File: src/lsecb_regs.vh
// constants for the lin status, error, checksum and buffer block
`ifndef LSECB_REGS_VH
`define LSECB_REGS_VH
// command field codes
`define LSECB_CMD_ABORT 3'h0
`define LSECB_CMD_TX_HDR 3'h1
`define LSECB_CMD_RX_RESP 3'h2
`define LSECB_CMD_TX_RESP 3'h3
// error flag positions
`define LSECB_E_BIT 0
`define LSECB_E_CSUM 1
`define LSECB_E_PAR 2
`define LSECB_E_SYNC 3
`define LSECB_E_FRAME 4
`define LSECB_E_TOUT 5
`define LSECB_E_OVR 6
`define LSECB_E_ABORT 7
// completion and error summary flag and enable positions
`define LSECB_F_RXOK 0
`define LSECB_F_TXOK 1
`define LSECB_F_IDOK 2
`define LSECB_F_ERR 3
// lengths, checksum target, special identifier prefix
`define LSECB_LEN_MAX 4'h8
`define LSECB_LEN_ZERO 4'h0
`define LSECB_CSUM_OK 8'hff
`define LSECB_SPECIAL_ID 4'hf
// frame time-out: header bits, bits per byte, 140 percent in tenths
`define LSECB_HDR_BITS 12'h022
`define LSECB_BYTE_BITS 12'h00a
`define LSECB_TO_TENTHS 12'h00e
`define LSECB_TENTHS 12'h00a
`endif

File: src/lsecb_top.v
// lin/uart status flags, error detection, checksum, identifier status and frame buffer
`timescale 1ns/1ps
`include "lsecb_regs.vh"
module lsecb_top #(
    parameter FIFO_DEPTH = 16,
    parameter FIFO_AW = 4
) (
    // clock and reset
    input wire CLK_SYS_IN,
    input wire RST_IN,
    input wire SW_RESET_IN,
    // configuration
    input wire UART_MODE_IN,
    input wire PROTOCOL_OLD_IN,
    input wire TIMEOUT_DISABLE_IN,
    input wire SLAVE_MODE_IN,
    input wire [3:0] IRQ_ENABLE_IN,
    // software commands and writes
    input wire CMD_WR_IN,
    input wire [2:0] CMD_IN,
    input wire BUSY_IN,
    input wire LEN_WR_IN,
    input wire [7:0] LEN_WDATA_IN,
    input wire [3:0] FLAG_CLEAR_IN,
    input wire INDEX_WR_IN,
    input wire [2:0] INDEX_IN,
    input wire INC_DISABLE_N_IN,
    input wire DATA_RD_IN,
    input wire DATA_WR_IN,
    input wire [7:0] DATA_WDATA_IN,
    // events from the link sequencer
    input wire FRAME_START_IN,
    input wire BIT_TICK_IN,
    input wire HDR_DONE_IN,
    input wire [7:0] PID_IN,
    input wire SYNC_TOL_ERR_IN,
    input wire STOP_SAMPLE_IN,
    input wire STOP_LEVEL_IN,
    input wire TX_BIT_CHECK_IN,
    input wire TX_BIT_SENT_IN,
    input wire RX_BIT_IN,
    input wire TX_BYTE_DONE_IN,
    input wire BREAK_SYNC_IN,
    input wire RX_VALID_IN,
    input wire [7:0] RX_BYTE_IN,
    output wire RX_READY_OUT,
    // status and data toward software
    output reg [2:0] COMMAND_OUT,
    output reg [3:0] RX_LENGTH_OUT,
    output reg [3:0] TX_LENGTH_OUT,
    output reg [3:0] FLAGS_OUT,
    output reg [7:0] ERROR_FLAGS_OUT,
    output reg [2:0] FRAME_STATUS_OUT,
    output reg [2:0] INDEX_OUT,
    output reg [7:0] DATA_RDATA_OUT,
    output reg [7:0] TX_DATA_OUT,
    output reg TX_ABORT_OUT,
    output reg IRQ_COMPLETE_OUT,
    output reg IRQ_ERROR_OUT
);
    reg [7:0] frame_buf [0:7];
    reg [7:0] sum_reg;
    reg [3:0] expect_reg;
    reg rx_resp_reg;
    reg tx_resp_reg;
    reg bit_err_pend_reg;
    reg uart_full_reg;
    reg [7:0] uart_rx_reg;
    reg [7:0] uart_tx_reg;
    reg frame_run_reg;
    reg [11:0] bit_cnt_reg;
    reg [7:0] err_set;
    reg [7:0] err_next;
    reg [3:0] ok_set;
    reg [3:0] ok_next;
    wire rst;
    wire fifo_valid;
    wire fifo_ready;
    wire [7:0] fifo_data;
    wire take_byte;
    wire cmd_ok;
    wire lin_err;
    wire data_wr_ok;
    wire [7:0] pid_calc;
    wire [11:0] frame_limit;
    wire [3:0] rx_len_clamp;
    wire [3:0] tx_len_clamp;
    wire [7:0] sum_pid;

    // carry-wrapped eight bit add
    function [7:0] add_wrap;
        input [7:0] a;
        input [7:0] b;
        reg [8:0] s;
        begin
            s = {1'b0, a} + {1'b0, b};
            add_wrap = s[7:0] + {7'h00, s[8]};
        end
    endfunction

    // older protocol length from identifier bits 5:4
    function [3:0] old_len;
        input [1:0] code;
        begin
            case (code)
                2'h2: old_len = 4'h4;
                2'h3: old_len = `LSECB_LEN_MAX;
                default: old_len = 4'h2;
            endcase
        end
    endfunction

    assign rst = RST_IN | SW_RESET_IN;
    // buffer has one write port; software writes stall the fifo drain
    assign fifo_ready = ~data_wr_ok;
    assign take_byte = fifo_valid & fifo_ready;
    assign data_wr_ok = DATA_WR_IN & ~BUSY_IN;
    assign cmd_ok = CMD_WR_IN & ~BUSY_IN;
    assign lin_err = ~UART_MODE_IN & (err_set != 8'h00);
    assign rx_len_clamp = (RX_LENGTH_OUT > `LSECB_LEN_MAX) ? `LSECB_LEN_MAX : RX_LENGTH_OUT;
    assign tx_len_clamp = (TX_LENGTH_OUT > `LSECB_LEN_MAX) ? `LSECB_LEN_MAX : TX_LENGTH_OUT;
    // enhanced start value: identifier included unless older protocol
    assign sum_pid = PROTOCOL_OLD_IN ? 8'h00 : PID_IN;
    // expected parity bits for the received identifier
    assign pid_calc = {~(PID_IN[1] ^ PID_IN[3] ^ PID_IN[4] ^ PID_IN[5]),
                       PID_IN[0] ^ PID_IN[1] ^ PID_IN[2] ^ PID_IN[4], PID_IN[5:0]};
    // maximum frame in bit times: 1.4 * (34 + 10 * (n + 1))
    assign frame_limit = (`LSECB_TO_TENTHS * (`LSECB_HDR_BITS + `LSECB_BYTE_BITS *
                         ({8'h00, expect_reg} + 12'h001))) / `LSECB_TENTHS;

    // received bytes wait here for the frame buffer
    lsecb_fifo #(
        .WIDTH(8),
        .DEPTH(FIFO_DEPTH),
        .AW(FIFO_AW)
    ) u_fifo (
        .clk_in(CLK_SYS_IN),
        .rst_in(rst),
        .in_valid_in(RX_VALID_IN),
        .in_ready_out(RX_READY_OUT),
        .in_data_in(RX_BYTE_IN),
        .out_valid_out(fifo_valid),
        .out_ready_in(fifo_ready),
        .out_data_out(fifo_data)
    );

    // error events of this cycle
    always @*
    begin
        err_set = 8'h00;
        ok_set = 4'h0;
        if (UART_MODE_IN)
        begin
            if (take_byte)
            begin
                ok_set[`LSECB_F_RXOK] = 1'b1;
                err_set[`LSECB_E_OVR] = uart_full_reg & ~(DATA_RD_IN);
            end
            if (TX_BYTE_DONE_IN)
                ok_set[`LSECB_F_TXOK] = 1'b1;
        end
        else
        begin
            if (HDR_DONE_IN)
            begin
                ok_set[`LSECB_F_IDOK] = 1'b1;
                err_set[`LSECB_E_PAR] = (pid_calc != PID_IN);
            end
            if (SYNC_TOL_ERR_IN & SLAVE_MODE_IN)
                err_set[`LSECB_E_SYNC] = 1'b1;
            if (CMD_WR_IN & BUSY_IN)
            begin
                err_set[`LSECB_E_OVR] = (CMD_IN != `LSECB_CMD_ABORT);
                err_set[`LSECB_E_ABORT] = (CMD_IN == `LSECB_CMD_ABORT);
            end
            // bit mismatch posted only when the byte has been serialised
            if (TX_BYTE_DONE_IN & tx_resp_reg)
            begin
                if (bit_err_pend_reg | (TX_BIT_CHECK_IN & (TX_BIT_SENT_IN != RX_BIT_IN)))
                    err_set[`LSECB_E_BIT] = 1'b1;
                else if (RX_LENGTH_OUT >= expect_reg)
                    ok_set[`LSECB_F_TXOK] = 1'b1;
            end
            if (take_byte & rx_resp_reg & (TX_LENGTH_OUT >= expect_reg))
            begin
                if (add_wrap(sum_reg, fifo_data) != `LSECB_CSUM_OK)
                    err_set[`LSECB_E_CSUM] = 1'b1;
                else
                    ok_set[`LSECB_F_RXOK] = 1'b1;
            end
            if (frame_run_reg & ~TIMEOUT_DISABLE_IN & (bit_cnt_reg > frame_limit))
                err_set[`LSECB_E_TOUT] = 1'b1;
            // break in data while a slave answers
            if (BREAK_SYNC_IN & SLAVE_MODE_IN)
            begin
                err_set[`LSECB_E_BIT] = err_set[`LSECB_E_BIT] | tx_resp_reg;
                err_set[`LSECB_E_FRAME] = rx_resp_reg;
            end
        end
        if (STOP_SAMPLE_IN & ~STOP_LEVEL_IN)
            err_set[`LSECB_E_FRAME] = 1'b1;
    end

    // sticky flags: set wins over the write-one clear
    always @*
    begin
        err_next = ERROR_FLAGS_OUT;
        if (FLAG_CLEAR_IN[`LSECB_F_ERR])
            err_next = 8'h00;
        err_next = err_next | err_set;
        ok_next = (FLAGS_OUT & ~FLAG_CLEAR_IN) | ok_set;
        ok_next[`LSECB_F_ERR] = |err_next;
    end

    // flags and interrupt requests
    always @(posedge CLK_SYS_IN)
    begin
        if (rst)
        begin
            ERROR_FLAGS_OUT <= 8'h00;
            FLAGS_OUT <= 4'h0;
            IRQ_COMPLETE_OUT <= 1'b0;
            IRQ_ERROR_OUT <= 1'b0;
        end
        else
        begin
            ERROR_FLAGS_OUT <= err_next;
            FLAGS_OUT <= ok_next;
            IRQ_COMPLETE_OUT <= |(ok_next[2:0] & IRQ_ENABLE_IN[2:0]);
            IRQ_ERROR_OUT <= ok_next[`LSECB_F_ERR] & IRQ_ENABLE_IN[`LSECB_F_ERR];
        end
    end

    // command field, response state, lengths and checksum
    always @(posedge CLK_SYS_IN)
    begin
        if (rst)
        begin
            COMMAND_OUT <= `LSECB_CMD_ABORT;
            RX_LENGTH_OUT <= `LSECB_LEN_ZERO;
            TX_LENGTH_OUT <= `LSECB_LEN_ZERO;
            FRAME_STATUS_OUT <= 3'h0;
            TX_ABORT_OUT <= 1'b0;
            rx_resp_reg <= 1'b0;
            tx_resp_reg <= 1'b0;
            sum_reg <= 8'h00;
            expect_reg <= `LSECB_LEN_MAX;
            bit_err_pend_reg <= 1'b0;
        end
        else
        begin
            TX_ABORT_OUT <= 1'b0;
            if (TX_BIT_CHECK_IN & (TX_BIT_SENT_IN != RX_BIT_IN))
                bit_err_pend_reg <= 1'b1;
            if (TX_BYTE_DONE_IN)
                bit_err_pend_reg <= 1'b0;
            if (CMD_WR_IN & BUSY_IN & (CMD_IN == `LSECB_CMD_ABORT))
                COMMAND_OUT <= `LSECB_CMD_ABORT;
            else if (cmd_ok)
            begin
                COMMAND_OUT <= CMD_IN;
                // checksum seed latched on every accepted command
                sum_reg <= sum_pid;
                if (~UART_MODE_IN & (CMD_IN == `LSECB_CMD_RX_RESP))
                begin
                    rx_resp_reg <= 1'b1;
                    RX_LENGTH_OUT <= rx_len_clamp;
                    expect_reg <= rx_len_clamp;
                    TX_LENGTH_OUT <= `LSECB_LEN_ZERO;
                end
                if (~UART_MODE_IN & (CMD_IN == `LSECB_CMD_TX_RESP))
                begin
                    tx_resp_reg <= 1'b1;
                    TX_LENGTH_OUT <= tx_len_clamp;
                    expect_reg <= tx_len_clamp;
                    RX_LENGTH_OUT <= `LSECB_LEN_ZERO;
                end
            end
            else if (LEN_WR_IN & ~BUSY_IN & ~UART_MODE_IN)
            begin
                RX_LENGTH_OUT <= LEN_WDATA_IN[3:0];
                TX_LENGTH_OUT <= LEN_WDATA_IN[7:4];
            end
            // header end: older protocol takes lengths from the identifier
            if (HDR_DONE_IN & ~UART_MODE_IN)
            begin
                if (PROTOCOL_OLD_IN)
                begin
                    RX_LENGTH_OUT <= old_len(PID_IN[5:4]);
                    TX_LENGTH_OUT <= old_len(PID_IN[5:4]);
                end
                if (PID_IN[5:2] == `LSECB_SPECIAL_ID)
                    FRAME_STATUS_OUT <= {1'b1, PID_IN[1:0]};
                else
                    FRAME_STATUS_OUT <= 3'h0;
            end
            // received data byte in a receive response
            if (take_byte & rx_resp_reg & ~UART_MODE_IN & (TX_LENGTH_OUT < expect_reg))
            begin
                sum_reg <= add_wrap(sum_reg, fifo_data);
                TX_LENGTH_OUT <= TX_LENGTH_OUT + 4'h1;
            end
            // sent data byte in a transmit response
            if (TX_BYTE_DONE_IN & tx_resp_reg & ~bit_err_pend_reg & (RX_LENGTH_OUT < expect_reg))
            begin
                sum_reg <= add_wrap(sum_reg, frame_buf[RX_LENGTH_OUT[2:0]]);
                RX_LENGTH_OUT <= RX_LENGTH_OUT + 4'h1;
            end
            if (ok_set[`LSECB_F_RXOK] | ok_set[`LSECB_F_TXOK])
            begin
                rx_resp_reg <= 1'b0;
                tx_resp_reg <= 1'b0;
            end
            // any lin error or break drops back to idle receive-header
            if (lin_err | (BREAK_SYNC_IN & ~UART_MODE_IN))
            begin
                COMMAND_OUT <= `LSECB_CMD_ABORT;
                rx_resp_reg <= 1'b0;
                tx_resp_reg <= 1'b0;
                TX_ABORT_OUT <= 1'b1;
            end
            if (UART_MODE_IN)
            begin
                RX_LENGTH_OUT <= `LSECB_LEN_ZERO;
                TX_LENGTH_OUT <= `LSECB_LEN_ZERO;
            end
        end
    end

    // next byte to send: data, then the inverted sum
    always @(posedge CLK_SYS_IN)
    begin
        if (rst)
            TX_DATA_OUT <= 8'h00;
        else if (UART_MODE_IN)
            TX_DATA_OUT <= uart_tx_reg;
        else if (RX_LENGTH_OUT < expect_reg)
            TX_DATA_OUT <= frame_buf[RX_LENGTH_OUT[2:0]];
        else
            TX_DATA_OUT <= `LSECB_CSUM_OK - sum_reg;
    end

    // frame time-out counter from the synch field on
    always @(posedge CLK_SYS_IN)
    begin
        if (rst)
        begin
            frame_run_reg <= 1'b0;
            bit_cnt_reg <= 12'h000;
        end
        else if (FRAME_START_IN & ~UART_MODE_IN)
        begin
            frame_run_reg <= 1'b1;
            bit_cnt_reg <= 12'h000;
        end
        else if (lin_err | ok_set[`LSECB_F_RXOK] | ok_set[`LSECB_F_TXOK])
            frame_run_reg <= 1'b0;
        else if (frame_run_reg & BIT_TICK_IN)
            bit_cnt_reg <= bit_cnt_reg + 12'h001;
    end

    // frame buffer, index and uart data holding
    always @(posedge CLK_SYS_IN)
    begin
        if (rst)
        begin
            INDEX_OUT <= 3'h0;
            DATA_RDATA_OUT <= 8'h00;
            uart_full_reg <= 1'b0;
            uart_rx_reg <= 8'h00;
            uart_tx_reg <= 8'h00;
        end
        else
        begin
            if (INDEX_WR_IN)
                INDEX_OUT <= INDEX_IN;
            else if ((DATA_RD_IN | data_wr_ok) & ~INC_DISABLE_N_IN & ~UART_MODE_IN)
                INDEX_OUT <= INDEX_OUT + 3'h1; // wraps 7 to 0
            if (DATA_RD_IN)
                DATA_RDATA_OUT <= UART_MODE_IN ? uart_rx_reg : frame_buf[INDEX_OUT];
            if (data_wr_ok & UART_MODE_IN)
                uart_tx_reg <= DATA_WDATA_IN;
            if (DATA_RD_IN & UART_MODE_IN)
                uart_full_reg <= 1'b0;
            if (take_byte & UART_MODE_IN)
            begin
                uart_rx_reg <= fifo_data;
                uart_full_reg <= 1'b1;
            end
        end
    end

    // buffer writes: software at the index, received byte n at slot n
    always @(posedge CLK_SYS_IN)
    begin
        if (data_wr_ok & ~UART_MODE_IN)
            frame_buf[INDEX_OUT] <= DATA_WDATA_IN;
        else if (take_byte & rx_resp_reg & ~UART_MODE_IN & (TX_LENGTH_OUT < expect_reg))
            frame_buf[TX_LENGTH_OUT[2:0]] <= fifo_data;
    end
endmodule // lsecb_top

File: src/lsecb_fifo.v
// parameterised fifo carrying received bytes toward the frame buffer
`timescale 1ns/1ps
module lsecb_fifo #(
    parameter WIDTH = 8,
    parameter DEPTH = 16,
    parameter AW = 4
) (
    // clock and reset
    input wire clk_in,
    input wire rst_in,
    // filling side
    input wire in_valid_in,
    output reg in_ready_out,
    input wire [WIDTH-1:0] in_data_in,
    // draining side
    output wire out_valid_out,
    input wire out_ready_in,
    output wire [WIDTH-1:0] out_data_out
);
    reg [WIDTH-1:0] mem [0:DEPTH-1];
    reg [AW-1:0] wr_ptr_reg;
    reg [AW-1:0] rd_ptr_reg;
    reg [AW:0] count_reg;
    reg [AW:0] count_next;
    wire push;
    wire pop;

    // handshakes on both sides
    assign push = in_valid_in & in_ready_out;
    assign pop = out_valid_out & out_ready_in;
    assign out_valid_out = (count_reg != {(AW+1){1'b0}});
    assign out_data_out = mem[rd_ptr_reg];

    // occupancy after this cycle
    always @*
    begin
        count_next = count_reg;
        if (push & ~pop)
            count_next = count_reg + {{AW{1'b0}}, 1'b1};
        else if (pop & ~push)
            count_next = count_reg - {{AW{1'b0}}, 1'b1};
    end

    // pointers, count and registered ready
    always @(posedge clk_in)
    begin
        if (rst_in)
        begin
            wr_ptr_reg <= {AW{1'b0}};
            rd_ptr_reg <= {AW{1'b0}};
            count_reg <= {(AW+1){1'b0}};
            in_ready_out <= 1'b0;
        end
        else
        begin
            if (push)
                wr_ptr_reg <= (wr_ptr_reg == DEPTH - 1) ? {AW{1'b0}} : wr_ptr_reg + {{(AW-1){1'b0}}, 1'b1};
            if (pop)
                rd_ptr_reg <= (rd_ptr_reg == DEPTH - 1) ? {AW{1'b0}} : rd_ptr_reg + {{(AW-1){1'b0}}, 1'b1};
            count_reg <= count_next;
            in_ready_out <= (count_next < DEPTH); // honest full
        end
    end

    // storage
    always @(posedge clk_in)
    begin
        if (push)
            mem[wr_ptr_reg] <= in_data_in;
    end
endmodule // lsecb_fifo

File: config.mk
export PLATFORM = sky130hd
export DESIGN_NAME = lsecb_top
export DESIGN_NICKNAME = d
export VERILOG_FILES = /design/src/lsecb_top.v /design/src/lsecb_fifo.v
export VERILOG_INCLUDE_DIRS = /design/src /design/src/src
export SDC_FILE = /design/constraint.sdc
export NUM_CORES = 1
export LEC_CHECK = 0
export BUFFER_PORTS_ARGS = -buffer_cell sky130_fd_sc_hd__buf_2
export CORE_AREA = 2 2 306 187
export CTS_CLUSTER_DIAMETER = 80
export CTS_CLUSTER_SIZE = 30
export DETAILED_ROUTE_END_ITERATION = 10
export DIE_AREA = 0 0 308 189
export PLACE_DENSITY = 0.49
export SYNTH_ARGS = -nofsm -noshare
export SYNTH_HDL_FRONTEND = slang
export SYNTH_HIERARCHICAL = 1
export SYNTH_SLANG_ARGS = --single-unit
File: constraint.sdc
create_clock -name CLK_SYS_IN -period 14.1 [get_ports CLK_SYS_IN]
set_clock_uncertainty 0.1 [all_clocks]
set_input_delay 0.705 -clock CLK_SYS_IN [delete_from_list [all_inputs] [get_ports CLK_SYS_IN]]
set_output_delay 0.705 -clock CLK_SYS_IN [all_outputs]
set_load 0.05 [all_outputs]
==> summary.md <==
| Metric | Value |
|---|---|
| Worst slack, placed | `1.542 ns` |
| Setup slack of the worst register-to-register path | `1.25 ns` |
| Clock sink count | `a little over 300` |
| Internal power summed over all cells | `about 0.0014 W` |
| Commonest non-fill, non-tap cells in the layout | `sky130_fd_sc_hd__edfxtp_1, sky130_fd_sc_hd__nand2_1, sky130_fd_sc_hd__nor2_1, sky130_fd_sc_hd__buf_2, sky130_fd_sc_hd__dfxtp_1` |
| Clk network pwr share | `0.324` |
| Most common flop cell mapped by yosys | `sky130_fd_sc_hd__edfxtp_1` |
| Post-synthesis sequential element count | `306` |
| Worst-Skew Late Latency | `0.56 ns` |
| Number of fillers in the final layout | `roughly 5500` |
| Largest stage delay, worst path | `~1 ns` |
| Port Buffers | `120` |
| Maximum achievable frequency | `about 80 MHz` |
| Cell area after technology mapping | `16430 µm²` |
| Detail Route Antenna Nets | `0` |
| Shortest clock period the worst path allows after layout | `12.85 ns` |
| Final Worst Setup Slack | `1.253 ns` |
| Number of I/O pins | `roughly 120` |
| Hold path cells | `2` |
| Worst-case reg-to-reg path depth | `49` |
| Switching part of the total power | `0.3125` |
| Number of buffers created by CTS | `19` |
| Critical Path RT | `~14 ns` |
| Max Cap Viol | `0` |
| Area of the multi-input gates | `approximately 7800 µm²` |
| Avg Vias per Cell | `a little over 5` |
| Vias | `11730` |
| Final TNS setup | `0 ns` |
| Worst slew pin tran | `1.284 ns` |
| Critical path's most frequent cell | `sky130_fd_sc_hd__ha_1` |
| Comb power frac | `0.202` |
| Sum of net half-perimeters after detailed placement | `33.52 mm` |
| X dimension of the die | `slightly above 300 µm` |
| Switching power | `approximately 0.00063 W` |
| Total chip power | `between 0.002 and 0.0025 W` |
| Core ar. | `55330 µm²` |
| Synthesis Warnings | `6` |
| Reg2reg end | `bit_cnt_reg[10]` |
| Syn Area/Cell | `between 10 and 15 µm²` |
| Crit path max-delay cell type | `sky130_fd_sc_hd__a311oi_1` |
| Antenna violations before repair | `0` |
| Hold path start | `IRQ_ENABLE_IN[3]` |
| CP endpoint kind | `register` |
| Global router's overall resource usage | `0.1538` |
| Sequential-to-total area share from yosys stat | `0.4898` |
| Net count of the finished layout | `1694` |
| Number of levels in the clock H-tree | `1` |
| Area delta synth->final | `12.03%` |
| Number of synthesized flops with an enable pin | `192` |
| Path class of the lowest-slack min-delay path | `in2reg` |
| Result of the run | `finished, final reports clean` |
| Number of optimization iterations in the first detailed-route pass | `5` |
| Number of cells upsized or downsized after cts | `0` |
| Final max-slew violation count | `0` |
| Element type at the critical path start | `register` |
| Max rail drop VDD | `between 0.07 and 0.08 mV` |
| Share of layout cells above drive strength 1 | `0.1695` |
| Total wire length | `~45 mm` |
| Reg-to-Reg Start | `expect_reg[0]` |
| Area of all sequential standard cells | `8049 µm²` |
| First-pass GRT wire length | `approximately 70 mm` |
| Share of synthesized registers carrying an async set or reset | `0` |
| Effective utilization at floorplan | `0.2970` |
| Power density cells | `110.3 nW/µm²` |
| Hold bufs inserted after CTS | `0` |
| RSZ-0062 raised after global routing | `false` |
| Count of buffers added by post-CTS timing repair for setup | `0` |
| Via count of the first global-routing pass | `11370` |
| GRT overflow | `0` |
| Maximum clock path buffer count | `3` |
| Fraction of the cycle the final worst path needs | `0.9112` |
| Per-cell routed wire length | `around 20 µm` |
| Hold Path Sink | `IRQ_ERROR_OUT` |
| Number of rows in the core area | `67` |
| Number of antenna diodes | `0` |
| Largest net degree at the start of global routing | `between 60 and 70` |
| Data arrival time of the critical path | `13.22 ns` |
| Sequential share of power | `0.474` |
| Drt first-iter violations | `around 950` |
| Max transition margin | `0.1441` |
| Number of cells in the design after placement | `roughly 2200` |
| Count of endpoints failing hold in the final timing report | `0` |
| DRC violation count after routing | `0` |
| Root Buffer | `sky130_fd_sc_hd__clkbuf_16` |
| Overall die area | `around 58000 µm²` |
| Start-to-end type of the worst setup path | `reg2reg` |
| Most frequent standard cell in the layout excluding fill and tap cells | `sky130_fd_sc_hd__edfxtp_1` |
| Setup violations, final | `0` |
| Post-synthesis cell count | `roughly 1500` |
| Register clock-pin slew on the reported worst setup and hold paths | `~0.11 ns` |
| GPL Wtd Cong | `around 0.8` |
| Max Fanout on Critical Path | `16` |
| Height of the die | `approximately 190 µm` |
| Standby leakage power | `about 6.6 nW` |
| Clock tree from TritonCTS | `done` |
| Net count after synthesis | `around 1600` |
| Distinct cell type count after synthesis | `87` |
| Number of flip-flops in the largest register | `between 100 and 150` |
| Layout Cells excl Fill | `~2300` |
cell type report:
type | count | share of cell area
repair buffers | 134 | 0.03834
inverters | 57 | 0.01169
clock inverters | 12 | 0.01108
multi-input cells | 1023 | 0.4252
well taps | 724 | 0.04921
flip-flops and latches | 306 | 0.4373
clock buffers | 20 | 0.02719
worst max path at each step:
stage / startpoint / endpoint / slack [ns]
floorplan: expect_reg[0] / bit_cnt_reg[11] / 3.62
global placement: expect_reg[0] / bit_cnt_reg[10] / 2.05
detailed placement: expect_reg[0] / bit_cnt_reg[10] / 1.54
CTS: expect_reg[0] / bit_cnt_reg[10] / 1.48
global route: expect_reg[0] / bit_cnt_reg[9] / 0.09
finish: expect_reg[0] / bit_cnt_reg[10] / 1.25
power groups by stage:
| stage | logic, W | registers [W] | clock network, W |
|---|---|---|---|
| after floorplan | 0.000300 | 0.000990 | 0 |
| after global placement | 0.000397 | 0.000982 | 0 |
| after detailed placement | 0.000404 | 0.000982 | 0 |
| after CTS | 0.000406 | 0.000962 | 0.000678 |
| after global routing | 0.000456 | 0.000963 | 0.000709 |
| final | 0.000410 | 0.000962 | 0.000659 |
critical path: cells and delay by family, from the launching register on:
kind | cells | cell delay (ns)
AOI/OAI and AO/OA | 20 | 4.69
xor gates and xnor gates | 3 | 0.79
adders and majority gates | 9 | 2.86
buffers and inverters | 5 | 0.72
DFF | 1 | 0.72
muxes | 1 | 0.29
and+or+nand+nor | 11 | 2.60
routing by layer:
metal	part of all wire	global-route usage
met1	0.51	0.2425
met2	0.43	0.2277
met3	0.051	0.02015
met4	0.010	0.01970
met5	0	0
cells in the mapped netlist (all sizes together) (42+ instances only):
master / instances / share of area
nand2: 131 / 0.030
a21oi: 110 / 0.034
nor2: 128 / 0.029
clkbuf: 45 / 0.010
nand3: 42 / 0.013
o21ai: 48 / 0.015
ha: 75 / 0.057
inv: 55 / 0.013
mux4: 64 / 0.088
edfxtp: 192 / 0.35
dfxtp: 114 / 0.14
xnor2: 45 / 0.024
kinds of logic after synthesis:
logic type | count (synthesis) | synth area share
and+or+nand+nor | 458 | 0.1360
DFF | 306 | 0.4898
AOI/OAI and AO/OA | 304 | 0.1202
buffers and inverters | 131 | 0.03381
muxes | 101 | 0.1113
adders and majority gates | 81 | 0.06442
xor gates and xnor gates | 78 | 0.04432
other | 1 | 0.0002282
metrics by stage:
step             util  hold WS (ns)  area [µm²]
6_report       0.3327        0.2593       18410
5_1_grt        0.3327        0.2560       18410
4_1_cts        0.3327        0.2378       18410
3_5_place_dp   0.3200        0.3479       17700
3_3_place_gp   0.3200        0.3415       17700
2_1_floorplan       -        0.3327       16430
Power figures use the tool's default switching activity.
